`src/hrc_pkg.sv`:
```
// Shared constants for the host ring control/status block and its controller end
`default_nettype none
package hrc_pkg;
	localparam int unsigned DATA_W = 32;
	localparam int unsigned PTR_W = 8;
	localparam int unsigned RING_MAX = 128;
	localparam int unsigned RING_AW = 7;
	// Host-side register offsets
	localparam logic [3:0] OFF_WRITE_WINDOW = 4'h0;
	localparam logic [3:0] OFF_CTRL_STATUS = 4'h4;
	// Host control/status field positions
	localparam int unsigned DEPTH_LSB = 24;
	localparam int unsigned WPTR_LSB = 16;
	localparam int unsigned RPTR_LSB = 8;
	localparam int unsigned RST_BIT = 4;
	localparam int unsigned RDY_BIT = 3;
	// Reset values
	localparam logic [7:0] DEPTH_RST = 8'h02;
	localparam logic [7:0] PTR_RST = 8'h00;
	localparam logic [2:0] RSVD_VAL = 3'h0;
	localparam logic [2:0] IRQ_FIELD_VAL = 3'h0;
	localparam logic [31:0] CSR_RST = 32'h02000000;
	// Controller register offsets
	localparam logic [3:0] CTL_OFF_CFG = 4'h0;
	localparam logic [3:0] CTL_OFF_STAT = 4'h4;
	localparam logic [3:0] CTL_OFF_POP = 4'h8;
	localparam logic [3:0] CTL_OFF_DATA = 4'hC;
	// Controller configuration and status fields
	localparam int unsigned CFG_RDY_BIT = 8;
	localparam int unsigned CFG_RST_BIT = 9;
	localparam int unsigned STAT_HRDY_BIT = 16;
	localparam logic [9:0] CFG_RST = 10'h002;
	// AHB-Lite encodings
	localparam logic [1:0] HTRANS_NONSEQ = 2'h2;
	localparam logic HRESP_OKAY = 1'h0;
endpackage
`default_nettype wire

```
`src/hrc_if.sv`:
```
// Link between the host ring register block and the embedded controller
`timescale 1ns/1ps
`default_nettype none
interface hrc_if (
	input wire logic clk,
	input wire logic nrst
);
	// Controller to device
	logic [7:0] ctl_depth;
	logic ctl_rst_n;
	logic ctl_rdy;
	logic ctl_consume;
	// Device to controller
	logic [7:0] wr_ptr;
	logic [7:0] rd_ptr;
	logic host_rdy;
	logic ring_reset;
	logic wr_valid;
	logic [7:0] wr_idx;
	logic [31:0] wr_data;

	modport dev (
		input ctl_depth, ctl_rst_n, ctl_rdy, ctl_consume,
		output wr_ptr, rd_ptr, host_rdy, ring_reset, wr_valid, wr_idx, wr_data
	);
	modport ctl (
		output ctl_depth, ctl_rst_n, ctl_rdy, ctl_consume,
		input wr_ptr, rd_ptr, host_rdy, ring_reset, wr_valid, wr_idx, wr_data
	);
endinterface
`default_nettype wire

```
`src/hrc_dev.sv`:
```
// Host ring control/status register and write window, device end
//
// A request/acknowledge host register port was chosen for this implementation.
`timescale 1ns/1ps
`default_nettype none
module hrc_dev (
	// Clock and reset
	input wire logic clk,
	input wire logic nrst,
	// Controller link
	hrc_if.dev link,
	// Host register port
	input wire logic host_req,
	input wire logic host_wr,
	input wire logic [3:0] host_addr,
	input wire logic [31:0] host_wdata,
	output logic host_ack,
	output logic [31:0] host_rdata
);
	// Register state
	logic [7:0] depth_q;
	logic [7:0] wr_ptr_q;
	logic [7:0] wr_ptr_d;
	logic [7:0] rd_ptr_q;
	logic [7:0] rd_ptr_d;
	logic host_reset_q;
	logic host_reset_d;
	logic host_rdy_q;
	logic host_rdy_d;
	logic rdy_block_q;
	logic rdy_block_d;
	logic ring_reset_q;
	logic wr_valid_q;
	logic [7:0] wr_idx_q;
	logic [31:0] wr_data_q;
	logic host_ack_q;
	logic [31:0] host_rdata_q;

	// Address decode
	wire hit_csr = host_req & (host_addr == hrc_pkg::OFF_CTRL_STATUS);
	wire hit_win = host_req & (host_addr == hrc_pkg::OFF_WRITE_WINDOW);
	wire csr_wr = hit_csr & host_wr;
	wire csr_rd = hit_csr & ~host_wr;

	// Ring reset request edge
	wire wr_rst_bit = host_wdata[hrc_pkg::RST_BIT];
	wire wr_rdy_bit = host_wdata[hrc_pkg::RDY_BIT];
	wire rst_rise = csr_wr & wr_rst_bit & ~host_reset_q;

	// Controller readiness as seen by the window
	wire ctl_rdy_eff = link.ctl_rdy & ~rdy_block_q;
	wire win_accept = hit_win & host_wr & ctl_rdy_eff;

	// Pointer wrap mask from the one-hot depth
	wire [7:0] ptr_mask = depth_q - 8'h01;
	wire [7:0] wr_ptr_inc = (wr_ptr_q + 8'h01) & ptr_mask;
	wire [7:0] rd_ptr_inc = (rd_ptr_q + 8'h01) & ptr_mask;

	// Read value of the control/status word
	wire [31:0] csr_val = {depth_q, wr_ptr_q, rd_ptr_q, hrc_pkg::RSVD_VAL,
		host_reset_q, host_rdy_q, hrc_pkg::IRQ_FIELD_VAL};
	wire [31:0] rdata_d = csr_rd ? csr_val : 32'h00000000;

	// Next-state selection
	assign wr_ptr_d = rst_rise ? hrc_pkg::PTR_RST : (win_accept ? wr_ptr_inc : wr_ptr_q);
	assign rd_ptr_d = rst_rise ? hrc_pkg::PTR_RST : (link.ctl_consume ? rd_ptr_inc : rd_ptr_q);
	assign host_reset_d = csr_wr ? wr_rst_bit : host_reset_q;
	assign host_rdy_d = rst_rise ? 1'h0 : (csr_wr ? wr_rdy_bit : host_rdy_q);
	assign rdy_block_d = rst_rise ? 1'h1 : (link.ctl_rdy ? rdy_block_q : 1'h0);

	// Keep only the highest set bit so the field never shows two depths
	logic [7:0] depth_hi;
	genvar gi;
	generate
		for (gi = 0; gi < hrc_pkg::PTR_W; gi++) begin : g_depth_bit
			wire [7:0] higher = link.ctl_depth >> (gi + 1);
			assign depth_hi[gi] = link.ctl_depth[gi] & ~(|higher);
		end
	endgenerate

	// Depth mirror, also returned to default by the controller reset
	always_ff @(posedge clk or negedge nrst) begin
		if (!nrst) begin
			depth_q <= hrc_pkg::DEPTH_RST;
		end else if (!link.ctl_rst_n) begin
			depth_q <= hrc_pkg::DEPTH_RST;
		end else begin
			depth_q <= depth_hi;
		end
	end

	// Write pointer
	always_ff @(posedge clk or negedge nrst) begin
		if (!nrst) begin
			wr_ptr_q <= hrc_pkg::PTR_RST;
		end else begin
			wr_ptr_q <= wr_ptr_d;
		end
	end

	// Read pointer
	always_ff @(posedge clk or negedge nrst) begin
		if (!nrst) begin
			rd_ptr_q <= hrc_pkg::PTR_RST;
		end else begin
			rd_ptr_q <= rd_ptr_d;
		end
	end

	// Host reset request bit
	always_ff @(posedge clk or negedge nrst) begin
		if (!nrst) begin
			host_reset_q <= 1'h0;
		end else begin
			host_reset_q <= host_reset_d;
		end
	end

	// Host ready bit
	always_ff @(posedge clk or negedge nrst) begin
		if (!nrst) begin
			host_rdy_q <= 1'h0;
		end else begin
			host_rdy_q <= host_rdy_d;
		end
	end

	// Window block after a ring reset until the controller drops ready
	always_ff @(posedge clk or negedge nrst) begin
		if (!nrst) begin
			rdy_block_q <= 1'h0;
		end else begin
			rdy_block_q <= rdy_block_d;
		end
	end

	// Ring reset pulse to the controller
	always_ff @(posedge clk or negedge nrst) begin
		if (!nrst) begin
			ring_reset_q <= 1'h0;
		end else begin
			ring_reset_q <= rst_rise;
		end
	end

	// Entry strobe to the controller ring
	always_ff @(posedge clk or negedge nrst) begin
		if (!nrst) begin
			wr_valid_q <= 1'h0;
		end else begin
			wr_valid_q <= win_accept;
		end
	end

	// Slot of the accepted entry
	always_ff @(posedge clk or negedge nrst) begin
		if (!nrst) begin
			wr_idx_q <= hrc_pkg::PTR_RST;
		end else if (win_accept) begin
			wr_idx_q <= wr_ptr_q;
		end
	end

	// Word of the accepted entry
	always_ff @(posedge clk or negedge nrst) begin
		if (!nrst) begin
			wr_data_q <= 32'h00000000;
		end else if (win_accept) begin
			wr_data_q <= host_wdata;
		end
	end

	// Host acknowledge
	always_ff @(posedge clk or negedge nrst) begin
		if (!nrst) begin
			host_ack_q <= 1'h0;
		end else begin
			host_ack_q <= host_req;
		end
	end

	// Host read data
	always_ff @(posedge clk or negedge nrst) begin
		if (!nrst) begin
			host_rdata_q <= 32'h00000000;
		end else begin
			host_rdata_q <= rdata_d;
		end
	end

	// Outputs
	assign host_ack = host_ack_q;
	assign host_rdata = host_rdata_q;
	assign link.wr_ptr = wr_ptr_q;
	assign link.rd_ptr = rd_ptr_q;
	assign link.host_rdy = host_rdy_q;
	assign link.ring_reset = ring_reset_q;
	assign link.wr_valid = wr_valid_q;
	assign link.wr_idx = wr_idx_q;
	assign link.wr_data = wr_data_q;
endmodule
`default_nettype wire

```
`src/flat_wrapper.sv`:
```
// flat-port wrapper written by rule: the top's interface ports become plain ports
module hrc_dev_flat 
  (clk, nrst, host_req, host_wr, host_addr, host_wdata, host_ack, host_rdata, link_ctl_depth, link_ctl_rst_n, link_ctl_rdy, link_ctl_consume, link_wr_ptr, link_rd_ptr, link_host_rdy, link_ring_reset, link_wr_valid, link_wr_idx, link_wr_data);
  hrc_if link_i (.clk(clk), .nrst(nrst));
  input wire logic clk;
  input wire logic nrst;
  input wire logic host_req;
  input wire logic host_wr;
  input wire logic [3:0] host_addr;
  input wire logic [31:0] host_wdata;
  output logic host_ack;
  output logic [31:0] host_rdata;
  input wire logic [$bits(link_i.ctl_depth)-1:0] link_ctl_depth;
  input wire logic [$bits(link_i.ctl_rst_n)-1:0] link_ctl_rst_n;
  input wire logic [$bits(link_i.ctl_rdy)-1:0] link_ctl_rdy;
  input wire logic [$bits(link_i.ctl_consume)-1:0] link_ctl_consume;
  output wire logic [$bits(link_i.wr_ptr)-1:0] link_wr_ptr;
  output wire logic [$bits(link_i.rd_ptr)-1:0] link_rd_ptr;
  output wire logic [$bits(link_i.host_rdy)-1:0] link_host_rdy;
  output wire logic [$bits(link_i.ring_reset)-1:0] link_ring_reset;
  output wire logic [$bits(link_i.wr_valid)-1:0] link_wr_valid;
  output wire logic [$bits(link_i.wr_idx)-1:0] link_wr_idx;
  output wire logic [$bits(link_i.wr_data)-1:0] link_wr_data;
  assign link_i.ctl_depth = link_ctl_depth;
  assign link_i.ctl_rst_n = link_ctl_rst_n;
  assign link_i.ctl_rdy = link_ctl_rdy;
  assign link_i.ctl_consume = link_ctl_consume;
  assign link_wr_ptr = link_i.wr_ptr;
  assign link_rd_ptr = link_i.rd_ptr;
  assign link_host_rdy = link_i.host_rdy;
  assign link_ring_reset = link_i.ring_reset;
  assign link_wr_valid = link_i.wr_valid;
  assign link_wr_idx = link_i.wr_idx;
  assign link_wr_data = link_i.wr_data;
  hrc_dev u_core (.clk(clk), .nrst(nrst), .link(link_i), .host_req(host_req), .host_wr(host_wr), .host_addr(host_addr), .host_wdata(host_wdata), .host_ack(host_ack), .host_rdata(host_rdata));
endmodule
```
`config.mk`:
```
export PLATFORM = sky130hd
export DESIGN_NAME = hrc_dev_flat
export DESIGN_NICKNAME = d
export VERILOG_FILES = /design/src/hrc_pkg.sv /design/src/hrc_if.sv /design/src/hrc_dev.sv /design/src/flat_wrapper.sv
export SDC_FILE = /design/constraint.sdc
export NUM_CORES = 1
export LEC_CHECK = 0
export BUFFER_PORTS_ARGS = -buffer_cell sky130_fd_sc_hd__buf_2
export CORE_MARGIN = 4
export CORE_UTILIZATION = 45
export DETAILED_ROUTE_END_ITERATION = 8
export PLACE_DENSITY = 0.76
export REMOVE_ABC_BUFFERS = 1
export SETUP_SLACK_MARGIN = 0.02
export SLEW_MARGIN = 20
export SYNTH_ARGS = -nofsm -noshare
export SYNTH_HDL_FRONTEND = slang
export SYNTH_SLANG_ARGS = --single-unit
```
`constraint.sdc`:
```
create_clock -name clk -period 1.68 [get_ports clk]
set_input_delay 0.336 -clock clk [delete_from_list [all_inputs] [get_ports clk]]
set_output_delay 0.336 -clock clk [all_outputs]
set_load 0.01 [all_outputs]
```
==> out/results.txt <==
Initial antenna violation count = 0
Delay-heaviest family, CP = simple AND/OR/NAND/NOR gates
Post-DP HPWL = 7030 um
Crit Path Class = reg2reg
Largest net degree at the start of global routing = 97
DR iter-0 viols = 169
Total grt overflow = 0
TritonRoute pass-1 iters = 4
H-tree levels = 3
Combinational fraction of design power = 0.130
Global routing usage on met2 = 0.314
Period utilisation layout = 0.960
Synthesized area = 3980 um2
Main combinational cell family by area after synthesis = simple AND/OR/NAND/NOR gates
WP buf/inv = 0
Achievable Freq = 620 MHz
Mux share of post-synthesis cell area = 0.00786
Routed Antenna Nets = 0
Gp weighted congestion = 0.825
Seq cells post-synth = 96
Commonest non-fill, non-tap cells in the layout = 141 x nand2_1, 135 x buf_2, 95 x dfrtp_1
Slew at the pin closest to its max-slew limit = 0.526 ns
IR Drop Worst-Case VDD = 0.445 mV
Die X = 102 um
Via-to-Cell Ratio = 4.98
DP Area = 4920 um2
CTS tree = built
CTS Buf Count = 9
Die Y = 102 um
Area fraction in compound gates after synthesis = 0.0620
Synth-to-Final Area Change = 30.0%
Fraction of power spent switching nets = 0.265
Syn. warnings = 0
Number of flops mapped to enable cells by yosys = 0
Slew Limit Fails = 0
Ports = 143
Clk_lat worst skew = 0.36 ns
Critical path, cell by cell = or4_4 -> o21a_4 -> o2111ai_1 -> nand3_1
PortBufs = 136
Final Hold Vio Count = 6
Max_slew headroom = 0.649
Clk buf depth = 2
Failing checks = hold timing
Ys flop type = dfrtp_1
Critical Path Start Type = register
Layout cells sized above 1 = 0.346
R2r worst-path depth = 4
Area of the multi-input gates = 1470 um2
Unrepaired setup endpoints after global routing = yes
NetSw = 1.30 mW
FILL cells = 778
Mapped Cells = 399
Post-Synth Simple-Gate Area = 0.275
WP data arrival = 1.85 ns
Non-Filler Cell Area, Final = 5170 um2
Hold_ws = -0.0141 ns
Post-route DRC = 0
Result of the run = complete, but fails checks
Met1 Resource Use GR = 0.245
CTS sink cnt = 96
CTS root buffer = clkbuf_8
Vias post-DR = 3341
Synth Area in Adders = 0.00944
Clk pwr share = 0.341
Leakage = 2.95 nW
Vias in the first global route = 3262
Critical Path RT = 1.92 ns
Rows = 34
Final setup fails = 0
Total GRT Usage = 0.187
MaxCap Viol Count = 0
Post-synthesis cell type count = 46
Hold Path Class = in2async
Final nets = 612
Worst path max stage delay = 0.58 ns
CP Capture Type = register
Critical path's slowest cell = or4_4
Syn Area/Cell = 9.97 um2
N_diodes = 0
Critical Path Fanout Max = 5
Wirelength per Cell = 14.3 um
Internal power = 3.59 mW
Crit path time final = 1.61 ns
Final Skew = 0.0155 ns
Initial core utilization = 0.458
Gr busiest metal = met2
Sequential Power Share = 0.529
CTS clk-pin slew, worst paths = 0.09 ns
Core area = 8680 um2
Post-synthesis xor/xnor area fraction = 0.00440
Synth async-reset ratio = 1.00
Final wirelength = 9610 um
Die ar. = 10400 um2
Seq/Total Area, Yosys = 0.604
First-pass GRT wire length = 15600 um
Cell Pwr Density = 946 nW/um2
Commonest non-fill, non-tap cell in the layout = nand2_1
Register area = 2400 um2
Utilization of the core after routing = 0.596
Routing usage on met3 = 0.0348
CP Depth = 4
[power by group through the flow]
stage	Sequential, mW	Combinational (mW)	Clock (mW)
floorplan	2.70	0.203	0
global placement	2.62	0.620	0
detailed placement	2.63	0.640	0
CTS	2.59	0.642	1.71
global route	2.61	0.720	1.81
finish	2.59	0.635	1.67
[state kept, by name (all words and copies together), names as in the netlist]
name and flops:
u_core.link.wr_data 32, u_core.host_rdata 26, u_core.depth_q 8, u_core.link.rd_ptr 8
u_core.link.wr_idx 8, u_core.link.wr_ptr 8, u_core.host_ack 1, u_core.host_reset_q 1
u_core.link.host_rdy 1, u_core.link.ring_reset 1, u_core.link.wr_valid 1, u_core.rdy_block_q 1
[routing by layer]
metal | vias to the layer above | routed length, um
met4 | 0 | 176
met3 | 17 | 616
met5 | - | 0
li1 | 1626 | -
met2 | 120 | 4730
met1 | 1578 | 4080
[timing repair]
action	CTS	global route
setup buffers	0	1
hold buffers	0	0
setup endpoints to repair	0	37
endpoints found under the hold margin	0	0
gates resized for setup	0	3
[cell families (layout without fill, tap and decap cells)]
logic type | Yosys count | count (layout)
and+or+nand+nor | 232 | 232
DFF | 96 | 96
AOI/OAI and AO/OA | 35 | 35
buffers and inverters | 27 | 186
adders and majority gates | 3 | 3
muxes | 3 | 3
xor gates and xnor gates | 2 | 2
other | 1 | 6
[cells in the mapped netlist (2+ instances only)]
cell type,number,area share
nand2_1,142,0.13
dfrtp_1,95,0.60
and2_1,25,0.039
nand3_1,16,0.020
a21oi_1,11,0.014
nor2_1,9,0.0085
nor3_1,8,0.010
buf_2,6,0.0075
buf_4,6,0.011
clkbuf_1,6,0.0057
inv_1,6,0.0057
o21a_1,6,0.011
and3_1,3,0.0047
ha_1,3,0.0094
nand3b_1,3,0.0057
nand4_1,3,0.0047
nor3_2,3,0.0075
nor4_1,3,0.0047
nor4b_1,3,0.0066
o2111ai_1,3,0.0066
o211ai_1,3,0.0057
o22ai_1,3,0.0047
a31oi_1,2,0.0031
and4b_1,2,0.0050
mux2i_1,2,0.0050
nor3b_1,2,0.0038
o21ai_0,2,0.0025
or2_2,2,0.0031
or3_1,2,0.0031
or4_4,2,0.0057
xor2_1,2,0.0044
[final cells by class]
type                            instances  share of cell area
Clock buffer                           10              0.0247
Tap cell                              108              0.0261
Multi-Input combinational cell        281               0.285
Inverter                                6             0.00436
Clock inverter                          6              0.0177
Timing Repair Buffer                  164               0.178
Sequential cell                        96               0.465
[final timing paths]
check / from / slack [ns] / to
setup / recovery: u_core.depth_q[2] / 0.07 / u_core.link.wr_ptr[5]
hold / removal: nrst / -0.01 / u_core.host_rdata[28]
setup reg to reg: u_core.depth_q[2] / 0.07 / u_core.link.wr_ptr[5]
hold reg to reg: u_core.link.wr_idx[0] / 0.47 / u_core.link.wr_idx[0]
max in group asynchronous: nrst / 1.26 / u_core.link.wr_idx[2]
min in group clk: host_req / 0.14 / u_core.host_ack
[through the flow]
stage / total power, mW / cells / TNS, ns / hold WS (ns) / setup slack (ns)
6_report: 4.89 / 671 / 0 / -0.0141 / 0.0664
5_1_grt: 5.14 / 671 / 0 / 0.0429 / 0.0132
4_1_cts: 4.94 / 670 / 0 / 0.0389 / 0.0232
3_5_place_dp: 3.27 / 654 / 0 / 0.430 / 0.0449
3_3_place_gp: 3.24 / 654 / 0 / 0.424 / 0.0417
2_1_floorplan: 2.90 / 383 / -41.98 / 0.0404 / -1.02
Note: power is estimated with default switching activity, not from simulation.
